===== src/dlpd_map.svh =====
/*
 * Constants of the diagnostic LED pattern driver: pattern timing and reset values.
 * Assumes it is included by bare name into the top module.
 */
`ifndef DLPD_MAP_SVH
`define DLPD_MAP_SVH

// ----------------------------------------------------------------------------
// Pattern timing, counted in prescaler ticks
// ----------------------------------------------------------------------------
`define DLPD_PRESCALE_W    16
`define DLPD_PHASE_W       6
`define DLPD_RAPID_BIT     0
`define DLPD_FLASH_BIT     2
`define DLPD_SLOW_BIT      3
`define DLPD_BURST_BIT     5
`define DLPD_SLOT_LSB      2
`define DLPD_SLOT_MSB      4
`define DLPD_SLOT_ON_BIT   1
`define DLPD_BLINK_SLOT    3'h0
`define DLPD_CHASE_STEPS   2'h3

// ----------------------------------------------------------------------------
// Reset values
// ----------------------------------------------------------------------------
`define DLPD_PHASE_RST     6'h00
`define DLPD_PRESCALE_RST  16'h0000

`endif


===== src/dlpd_pkg.sv =====
/*
 * Types of the diagnostic LED pattern driver: state codes and LED carriers.
 * Assumes software drives the state inputs with these codes.
 */
package dlpd_pkg;

    // ------------------------------------------------------------------------
    // State codes from software
    // ------------------------------------------------------------------------
    typedef enum logic [2:0] {
        DLPD_BUS_NO_LINK = 3'h0,
        DLPD_BUS_SETUP   = 3'h1,
        DLPD_BUS_DHCP    = 3'h2,
        DLPD_BUS_WAIT    = 3'h3,
        DLPD_BUS_RUN     = 3'h4
    } dlpd_bus_type;

    typedef enum logic [2:0] {
        DLPD_SAFE_PRE_RESET = 3'h0,
        DLPD_SAFE_RESET     = 3'h1,
        DLPD_SAFE_SESSION   = 3'h2,
        DLPD_SAFE_CONN      = 3'h3,
        DLPD_SAFE_PARAM     = 3'h4,
        DLPD_SAFE_PROCESS   = 3'h5,
        DLPD_SAFE_FAILSAFE  = 3'h6,
        DLPD_SAFE_ERROR     = 3'h7
    } dlpd_safe_type;

    typedef enum logic [1:0] {
        DLPD_AX_IDLE    = 2'h0,
        DLPD_AX_READY   = 2'h1,
        DLPD_AX_ENABLED = 2'h2,
        DLPD_AX_FAULT   = 2'h3
    } dlpd_axis_type;

    // Firmware phase, Gray coded along start, normal, erase, copy, fail
    typedef enum logic [2:0] {
        DLPD_FW_START  = 3'b000,
        DLPD_FW_NORMAL = 3'b001,
        DLPD_FW_ERASE  = 3'b011,
        DLPD_FW_COPY   = 3'b010,
        DLPD_FW_FAIL   = 3'b110
    } dlpd_fw_type;

    typedef enum logic [2:0] {
        DLPD_PAT_OFF, DLPD_PAT_ON, DLPD_PAT_FLASH, DLPD_PAT_FLASH_INV,
        DLPD_PAT_SLOW, DLPD_PAT_RAPID, DLPD_PAT_BLINK, DLPD_PAT_COUNT
    } dlpd_pat_type;

    // Per-axis state bundle
    typedef struct packed {
        dlpd_axis_type state;
        logic          warning;
        logic          config_ok;
    } dlpd_axis_in_type;

    // All LED drives, one bit each
    typedef struct packed {
        logic       bus_fault_led;
        logic       bus_run_led;
        logic       safety_led;
        logic       ctrl_run_led;
        logic       err_a_led;
        logic       err_b_led;
        logic       svc_link_led;
        logic       svc_act_led;
        logic [1:0] port_link_activity_led;
        logic [1:0] port_yellow_led;
    } dlpd_leds_type;

endpackage


===== src/dlpd_top.sv =====
/*
 * Diagnostic LED pattern driver: maps drive states to LED patterns.
 * Assumes software keeps the state inputs synchronous to clock_i and the LEDs
 * are driven directly from leds_o.
 */
// What this block does
// RQ1 - Bus fault LED: off no error, rapid no data exchange, on without link.
// RQ2 - Bus run LED: off, flash setup, inverse for DHCP, slow waiting, on connected.
// RQ3 - Safety LED: off pre-reset, flash setup states, on process, blink failsafe.
// RQ4 - Safety errors: rapid blinking then one to six counted flashes per error code.
// RQ5 - Run LED off without supply or on axis fault; single blink in safe_torque_off.
// RQ6 - Run LED flashes when an axis ready, lit when an axis enabled, none faulty.
// RQ7 - Run LED flashes rapidly while memory and card are being written.
// RQ8 - Axis error LEDs: off, flash warning, on fault, rapid without configuration.
// RQ9 - Firmware start-up lights run and both error LEDs.
// RQ10 - Normal run and error display continues during live update.
// RQ11 - Distinct rapid combinations for erase and copy; chaser on update failure.
// RQ12 - Service link LED lit only while a connection is present.
// RQ13 - Service activity LED: off, flash single packets, on continuous exchange.
// RQ14 - Variant one: green flashes on exchange, lit when linked; yellow unused.
// RQ15 - Variant two: green lit when linked; yellow flashes on data exchange.
// RQ16 - Bus link state readable as a status output.
// RQ17 - Safety link state readable as a status output.
// RQ18 - One programmable prescaler times every pattern so LEDs stay in phase.
`timescale 1ns/1ps
`default_nettype none
`include "dlpd_map.svh"

module dlpd_top
    import dlpd_pkg::*;
(
    // Clock and reset
    input  wire logic                        clock_i,
    input  wire logic                        reset_i,
    // Timing
    input  wire logic [`DLPD_PRESCALE_W-1:0] prescale_i,
    // Fieldbus and safety link
    input  wire dlpd_bus_type                bus_state_i,
    input  wire dlpd_safe_type               safe_state_i,
    input  wire logic [2:0]                  safe_err_code_i,
    // Drive controller
    input  wire logic                        supply_ok_i,
    input  wire logic                        safe_torque_off_i,
    input  wire logic                        mem_write_i,
    input  wire logic                        double_axis_i,
    input  wire dlpd_axis_in_type            axis_a_i,
    input  wire dlpd_axis_in_type            axis_b_i,
    // Firmware phases
    input  wire logic                        startup_done_i,
    input  wire dlpd_fw_type                 fw_req_i,
    // Service port
    input  wire logic                        svc_link_i,
    input  wire logic                        svc_packet_i,
    input  wire logic                        svc_stream_i,
    // Fieldbus ports
    input  wire logic                        fb_variant_i,
    input  wire logic [1:0]                  fb_link_i,
    input  wire logic [1:0]                  fb_activity_i,
    // Outputs
    output var  dlpd_leds_type               leds_o,
    output var  dlpd_bus_type                bus_link_state_parameter_o,
    output var  logic [5:0]                  safety_link_status_parameter_o
);

    // ------------------------------------------------------------------------
    // Pattern helper
    // ------------------------------------------------------------------------
    // Picks one pattern's current level out of the shared pattern vector
    function automatic logic pat_bit(input dlpd_pat_type p, input logic [7:0] w);
        pat_bit = w[p];
    endfunction

    // ------------------------------------------------------------------------
    // Shared prescaler and phase
    // ------------------------------------------------------------------------
    logic [`DLPD_PRESCALE_W-1:0] pre_cnt;
    logic                        tick;
    logic [`DLPD_PHASE_W-1:0]    phase;
    logic [1:0]                  chase;
    dlpd_fw_type                 mode;
    dlpd_fw_type                 next_mode;
    logic [7:0]                  pat_w;
    logic [2:0]                  slot;
    dlpd_leds_type               next_leds;

    // Tick once every prescale_i+1 clocks
    always_ff @(posedge clock_i) begin
        tick <= !reset_i && (pre_cnt >= prescale_i);
        if (reset_i || (pre_cnt >= prescale_i)) begin
            pre_cnt <= `DLPD_PRESCALE_RST; // RQ18
        end else begin
            pre_cnt <= pre_cnt + 16'h0001;
        end
    end

    // Phase frame and chaser position advance on ticks
    always_ff @(posedge clock_i) begin
        if (reset_i) begin
            phase <= `DLPD_PHASE_RST;
            chase <= 2'h0;
        end else if (tick) begin
            phase <= phase + 6'h01; // RQ18
            if (phase[1:0] == 2'h3) begin
                chase <= (chase == `DLPD_CHASE_STEPS - 2'h1) ? 2'h0 : chase + 2'h1;
            end
        end
    end

    // Pattern levels, all from the same phase so LEDs blink together
    assign slot = phase[`DLPD_SLOT_MSB:`DLPD_SLOT_LSB];
    always_comb begin
        pat_w                     = 8'h00; // Off pattern stays low
        pat_w[DLPD_PAT_ON]        = 1'b1;
        pat_w[DLPD_PAT_FLASH]     = phase[`DLPD_FLASH_BIT];
        pat_w[DLPD_PAT_FLASH_INV] = ~phase[`DLPD_FLASH_BIT];
        pat_w[DLPD_PAT_SLOW]      = phase[`DLPD_SLOW_BIT];
        pat_w[DLPD_PAT_RAPID]     = phase[`DLPD_RAPID_BIT];
        pat_w[DLPD_PAT_BLINK]     = (phase[`DLPD_PHASE_W-1:3] == `DLPD_BLINK_SLOT);
        // First half rapid blinking, second half counted flashes
        pat_w[DLPD_PAT_COUNT]     = phase[`DLPD_BURST_BIT]
                                  ? ((slot < safe_err_code_i) && phase[`DLPD_SLOT_ON_BIT])
                                  : phase[`DLPD_RAPID_BIT]; // RQ4
    end

    // ------------------------------------------------------------------------
    // Firmware phase machine
    // ------------------------------------------------------------------------
    always_comb begin
        next_mode = mode;
        unique case (mode)
            DLPD_FW_START: next_mode = startup_done_i ? DLPD_FW_NORMAL : DLPD_FW_START; // RQ9
            DLPD_FW_NORMAL, DLPD_FW_ERASE, DLPD_FW_COPY: begin
                if (fw_req_i != DLPD_FW_START) begin
                    next_mode = fw_req_i; // RQ10
                end
            end
            DLPD_FW_FAIL: next_mode = DLPD_FW_FAIL; // RQ11
            default: begin
                next_mode = DLPD_FW_NORMAL;
            end
        endcase
    end

    always_ff @(posedge clock_i) begin
        if (reset_i) begin
            mode <= DLPD_FW_START;
        end else begin
            mode <= next_mode;
        end
    end

    // ------------------------------------------------------------------------
    // LED pattern selection
    // ------------------------------------------------------------------------
    always_comb begin
        dlpd_pat_type p_bf;
        dlpd_pat_type p_run;
        dlpd_pat_type p_safe;
        dlpd_pat_type p_ctrl;
        dlpd_pat_type p_ea;
        dlpd_pat_type p_eb;
        logic         any_fault;
        logic         any_enabled;
        logic         any_ready;
        p_bf        = DLPD_PAT_OFF;
        p_run       = DLPD_PAT_OFF;
        p_safe      = DLPD_PAT_OFF;
        p_ctrl      = DLPD_PAT_OFF;
        p_ea        = DLPD_PAT_OFF;
        p_eb        = DLPD_PAT_OFF;
        any_fault   = (axis_a_i.state == DLPD_AX_FAULT)
                    || (double_axis_i && axis_b_i.state == DLPD_AX_FAULT);
        any_enabled = (axis_a_i.state == DLPD_AX_ENABLED)
                    || (double_axis_i && axis_b_i.state == DLPD_AX_ENABLED);
        any_ready   = (axis_a_i.state == DLPD_AX_READY)
                    || (double_axis_i && axis_b_i.state == DLPD_AX_READY);
        next_leds   = '0;

        // Bus fault and bus run
        unique case (bus_state_i)
            DLPD_BUS_NO_LINK: begin
                p_bf  = DLPD_PAT_ON; // RQ1
                p_run = DLPD_PAT_OFF; // RQ2
            end
            DLPD_BUS_SETUP: begin
                p_bf  = DLPD_PAT_RAPID; // RQ1
                p_run = DLPD_PAT_FLASH; // RQ2
            end
            DLPD_BUS_DHCP: begin
                p_bf  = DLPD_PAT_RAPID; // RQ1
                p_run = DLPD_PAT_FLASH_INV; // RQ2
            end
            DLPD_BUS_WAIT: begin
                p_bf  = DLPD_PAT_RAPID; // RQ1
                p_run = DLPD_PAT_SLOW; // RQ2
            end
            DLPD_BUS_RUN: begin
                p_bf  = DLPD_PAT_OFF; // RQ1
                p_run = DLPD_PAT_ON; // RQ2
            end
            default: begin
                p_bf  = DLPD_PAT_ON;
                p_run = DLPD_PAT_OFF;
            end
        endcase

        // Safety link
        unique case (safe_state_i)
            DLPD_SAFE_PRE_RESET: p_safe = DLPD_PAT_OFF; // RQ3
            DLPD_SAFE_RESET, DLPD_SAFE_SESSION,
            DLPD_SAFE_CONN, DLPD_SAFE_PARAM: p_safe = DLPD_PAT_FLASH; // RQ3
            DLPD_SAFE_PROCESS: p_safe = DLPD_PAT_ON; // RQ3
            DLPD_SAFE_FAILSAFE: p_safe = DLPD_PAT_BLINK; // RQ3
            DLPD_SAFE_ERROR: p_safe = DLPD_PAT_COUNT; // RQ4
        endcase

        // Controller run, off states win over every other run pattern
        if (!supply_ok_i || any_fault) begin
            p_ctrl = DLPD_PAT_OFF; // RQ5
        end else if (mem_write_i) begin
            p_ctrl = DLPD_PAT_RAPID; // RQ7
        end else if (safe_torque_off_i) begin
            p_ctrl = DLPD_PAT_BLINK; // RQ5
        end else if (any_enabled) begin
            p_ctrl = DLPD_PAT_ON; // RQ6
        end else if (any_ready) begin
            p_ctrl = DLPD_PAT_FLASH; // RQ6
        end

        // Axis error LEDs, missing configuration shown first
        if (!axis_a_i.config_ok) begin
            p_ea = DLPD_PAT_RAPID; // RQ8
        end else if (axis_a_i.state == DLPD_AX_FAULT) begin
            p_ea = DLPD_PAT_ON; // RQ8
        end else if (axis_a_i.warning) begin
            p_ea = DLPD_PAT_FLASH; // RQ8
        end
        if (!double_axis_i) begin
            p_eb = DLPD_PAT_OFF; // RQ8
        end else if (!axis_b_i.config_ok) begin
            p_eb = DLPD_PAT_RAPID;
        end else if (axis_b_i.state == DLPD_AX_FAULT) begin
            p_eb = DLPD_PAT_ON;
        end else if (axis_b_i.warning) begin
            p_eb = DLPD_PAT_FLASH;
        end

        next_leds.bus_fault_led = pat_bit(p_bf, pat_w);
        next_leds.bus_run_led   = pat_bit(p_run, pat_w);
        next_leds.safety_led    = pat_bit(p_safe, pat_w);

        // Firmware phases override the three controller LEDs
        unique case (mode)
            DLPD_FW_START: begin
                next_leds.ctrl_run_led = 1'b1; // RQ9
                next_leds.err_a_led    = 1'b1;
                next_leds.err_b_led    = 1'b1;
            end
            DLPD_FW_ERASE: begin
                next_leds.ctrl_run_led = 1'b0; // RQ11
                next_leds.err_a_led    = pat_w[DLPD_PAT_RAPID];
                next_leds.err_b_led    = 1'b0;
            end
            DLPD_FW_COPY: begin
                next_leds.ctrl_run_led = pat_w[DLPD_PAT_RAPID]; // RQ11
                next_leds.err_a_led    = 1'b0;
                next_leds.err_b_led    = 1'b0;
            end
            DLPD_FW_FAIL: begin
                next_leds.ctrl_run_led = (chase == 2'h0); // RQ11
                next_leds.err_a_led    = (chase == 2'h1);
                next_leds.err_b_led    = (chase == 2'h2);
            end
            default: begin
                next_leds.ctrl_run_led = pat_bit(p_ctrl, pat_w); // RQ10
                next_leds.err_a_led    = pat_bit(p_ea, pat_w);
                next_leds.err_b_led    = pat_bit(p_eb, pat_w);
            end
        endcase

        // Service port
        next_leds.svc_link_led = svc_link_i; // RQ12
        next_leds.svc_act_led  = svc_link_i && (svc_stream_i
                               || (svc_packet_i && pat_w[DLPD_PAT_FLASH])); // RQ13

        // Fieldbus ports
        for (int i = 0; i < 2; i++) begin
            if (!fb_variant_i) begin
                next_leds.port_link_activity_led[i] = fb_link_i[i]
                    && (!fb_activity_i[i] || pat_w[DLPD_PAT_FLASH]); // RQ14
                next_leds.port_yellow_led[i] = 1'b0; // RQ14
            end else begin
                next_leds.port_link_activity_led[i] = fb_link_i[i]; // RQ15
                next_leds.port_yellow_led[i] = fb_activity_i[i] && pat_w[DLPD_PAT_FLASH]; // RQ15
            end
        end
    end

    // ------------------------------------------------------------------------
    // Output registers
    // ------------------------------------------------------------------------
    always_ff @(posedge clock_i) begin
        if (reset_i) begin
            leds_o <= '0;
        end else begin
            leds_o <= next_leds;
        end
    end

    // Status parameters mirror the displayed link states
    always_ff @(posedge clock_i) begin
        if (reset_i) begin
            bus_link_state_parameter_o     <= DLPD_BUS_NO_LINK;
            safety_link_status_parameter_o <= 6'h00;
        end else begin
            bus_link_state_parameter_o     <= bus_state_i; // RQ16
            safety_link_status_parameter_o <= {safe_state_i, safe_err_code_i}; // RQ17
        end
    end
endmodule

`default_nettype wire


===== config.mk =====
export PLATFORM = sky130hd
export DESIGN_NAME = dlpd_top
export DESIGN_NICKNAME = d
export VERILOG_FILES = /design/src/dlpd_pkg.sv /design/src/dlpd_top.sv
export VERILOG_INCLUDE_DIRS = /design/src
export SDC_FILE = /design/constraint.sdc
export NUM_CORES = 1
export LEC_CHECK = 0
export ABC_AREA = 0
export ABC_CLOCK_PERIOD_IN_PS = 1850
export BUFFER_PORTS_ARGS = -buffer_cell sky130_fd_sc_hd__buf_2
export CAP_MARGIN = 20
export CORE_ASPECT_RATIO = 1.75
export CORE_MARGIN = 8
export CORE_UTILIZATION = 47
export DETAILED_ROUTE_END_ITERATION = 10
export GPL_TIMING_DRIVEN = 0
export PLACE_DENSITY_LB_ADDON = 0.1
export SLEW_MARGIN = 15
export SYNTH_ARGS = -nofsm -noshare
export SYNTH_HDL_FRONTEND = slang
export SYNTH_SLANG_ARGS = --single-unit

===== constraint.sdc =====
create_clock -name clock_i -period 1.85 [get_ports clock_i]
set_input_delay 0.185 -clock clock_i [delete_from_list [all_inputs] [get_ports clock_i]]
set_output_delay 0.185 -clock clock_i [all_outputs]
set_load 0.05 [all_outputs]

==> metrics.txt <==
Rel. slew slack=66.0%; XOR/XNOR share of the synthesized area=between 6 and 7%; Ant. Diodes=0; EDFF count, synth=0; type of origin of the critical path=flop; Worst Skew=around 2.5 ps; global-route wire length before repair=a little under 10 mm; vias in the first global route=~2,300; final core utilization=between 60 and 70%; Via density=roughly 5.4; RD Place Congestion=0.810; complex-gate fraction of the synthesized area=17.5%; FFs w/ async S/R, synth=0%; Initial Utilization=between 40% and 50%; Die Span Y=113 um; r2r worst-path depth=8; Worst setup EP type=flop; PortBufs=a little over 70; Synth Instances=289; Vias=between 2,000 and 2,500; largest family of logic cells by synthesized area=simple AND/OR/NAND/NOR gates; Num Clock Sinks=just under 50; clk_lat worst skew=approximately 300 ps; Pre-antenna DRT Iters=6; Die Area=~8000 um2; Iteration-0 DRC Markers=70; I/O pins=72; WL final=5.96 mm; area delta synth->final=28.7%; max-cap violation count=0; num rows=35; Routed WL per cell=14.0 um; Final Hold Vio Count=0; global router's overall resource usage=15.2%; Final Cycle Share=95.2%; Leakage=between 1 and 1.5 nW; Clock Path Buffers=2; post-synthesis net count=between 300 and 400; status=completed; clock root cell=clkbuf_8; core area=5210 um2; Yosys cell types=between 40 and 50; Finished Layout Cells=roughly 430; fraction of layout cells with a size suffix above 1=between 30 and 40%; final instance area=between 3000 and 4000 um2; initial antenna violation count=0; drt drc=0; worst vdd ir=between 0.7 and 0.8 mV; crit path time final=approximately 1800 ps; CP Class=flop to flop; CTS clock-pin slew for the worst setup and hold paths=around 90 ps; Hold Path Depth=2; largest net degree at the start of global routing=16; worst path required time=2090 ps; TritonCTS buffer count=5; htree depth=2; synthesized flop and latch total=a little under 50; overall power=between 2 and 2.5 mW; CTS tree=built; worst min-delay path category=primary input to flop; dpl hpwl=4.78 mm; post-synthesis simple-gate area fraction=about a fifth; die width=roughly 71 um; Cell Pwr Density=743 nW/um2; syn avg cell area=around 8.7 um2; multiplexer area fraction after synthesis=less than 1%; Final nets=441; Setup Viol. Count Final=0; # hold bufs at CTS=0; Crit Path Max Fanout=5; Top FF cell, synth=dfxtp_1; Final Max Slew Viols=0; Setup TNS=0 ps; crit path DAT=about 2000 ps; total congestion overflow=0; Placed Cells=between 400 and 500; Fmax=around 570 MHz; dpl cell area=roughly 3000 um2; RSZ-0062 raised after global routing=yes; Slew @ Worst Pin=just over 500 ps; sequential area share after synthesis=between 30% and 40%; mapped cell area=between 2000 and 3000 um2; Adder-Cell Fraction of Synth Area=around a tenth; synth warn=0; remaining antenna violation count=0
==> cell usage in the layout, fill, tap and decap left out, types with 2 or more instances in the layout <==
cell type   n
buf_2      71
dfxtp_1    40
nor2_1     31
inv_1      28
nand2_1    16
a21oi_1    16
ha_1       15
o21ai_0    12
xor2_1     12
nand3_1    10
clkbuf_1    9
nor2b_1     8
nand4_1     7
a211oi_1    7
dfxtp_2     7
nor2_2      6
xnor2_1     6
nor2_4      5
ha_4        5
clkbuf_8    5
nor3_1      4
a31oi_1     3
nor3b_1     3
a22oi_1     3
and4_1      3
or2_2       2
o21a_1      2
o311ai_0    2
a311oi_1    2
or3_1       2
bufinv_16   2
dfxtp_4     2
==> stage by stage <==
| stage | hold WS [ps] | worst slack [ps] |
|---|---|---|
| 2_1_floorplan | 264 | 19.0 |
| 3_3_place_gp | 369 | -177 |
| 3_5_place_dp | 373 | -180 |
| 4_1_cts | 48.2 | -0.0591 |
| 5_1_grt | 46.2 | -28.1 |
| 6_report | 59.8 | 88.2 |
==> registers in the layout, indices dropped and copies added, names as in the netlist <==
register,flops
bus_link_state_parameter_o,3
chase,2
safety_link_status_parameter_o,6
phase,6
leds_o,12
pre_cnt,16
mode,3
tick,1
==> cells by family after synthesis <==
family	Yosys count
buffers and inverters	39
AOI/OAI and AO/OA	61
adders and majority gates	20
muxes	1
xor gates and xnor gates	18
and+or+nand+nor	101
DFF	49
==> layer usage <==
layer	part of all wire [%]	vias up	GRT usage, %
li1	-	1170	-
met1	34	1045	13.0
met2	59	55	30.9
met3	4.7	11	3.72
met4	2.5	0	6.85
met5	0	-	0
==> timing repair <==
item | 4_1_cts | 5_1_grt
setup buffers | 2 | 0
pin swaps | 4 | 5
endpoints found under the setup margin | 16 | 15
hold endpoints to repair | 0 | 0
gates cloned | 1 | 0
resized for setup | 6 | 23
==> cells in the mapped netlist (all sizes together) (2+ instances only) <==
cell | count | area (um2)
a2111oi | 2 | 36.3
a211oi | 7 | 52.6
a21oi | 17 | 85.1
a221oi | 2 | 23.8
a22oi | 3 | 22.5
a311oi | 2 | 17.5
a31oi | 3 | 18.8
and4 | 3 | 26.3
clkbuf | 9 | 33.8
dfxtp | 49 | 981
ha | 20 | 250
inv | 29 | 109
nand2 | 16 | 60.1
nand3 | 10 | 50.1
nand4 | 7 | 43.8
nor2 | 42 | 188
nor2b | 8 | 50.1
nor3 | 5 | 25.0
nor3b | 3 | 22.5
o2111ai | 2 | 35.0
o21a | 3 | 23.8
o21ai | 12 | 60.1
o311ai | 2 | 17.5
or2 | 2 | 12.5
or3 | 2 | 12.5
xnor2 | 6 | 52.6
xor2 | 12 | 105
==> path summary, 6_finish.rpt <==
check,start,end,slack (ps)
worst min register to register,chase[1]$_SDFFE_PP0P_,chase[1]$_SDFFE_PP0P_,510
worst min-delay path,fb_activity_i[0],leds_o[2]$_SDFF_PP0_,60
worst max register to register,pre_cnt[0]$_SDFF_PP0_,pre_cnt[3]$_SDFF_PP0_,90
worst max-delay path,pre_cnt[0]$_SDFF_PP0_,pre_cnt[3]$_SDFF_PP0_,90
==> power breakdown <==
group | switching [mW] | total [mW] | internal, mW
Sequential | 0.0153 | 1.11 | 1.09
Clock | 0.348 | 0.885 | 0.537
Combinational | 0.252 | 0.411 | 0.160
==> critical path, stage by stage (launching register included) <==
cell and delay (ps):
dfxtp_4 350, inv_2 60, ha_4 180, nand2b_4 140, a2111oi_4 290, o21a_2 200
o2111ai_4 190, clkbuf_16 220, nor2_4 80
==> layout make-up <==
type,instances,area [um2]
plain buffers,10,48.8
clock buffers,5,68.8
clock inverters,3,65.1
fillers,508,1980
inverters,29,109
multi-input cells,201,1480
flip-flops and latches,49,997
well taps,55,68.8
repair buffers,74,399
Note: power is estimated with default switching activity, not from simulation.
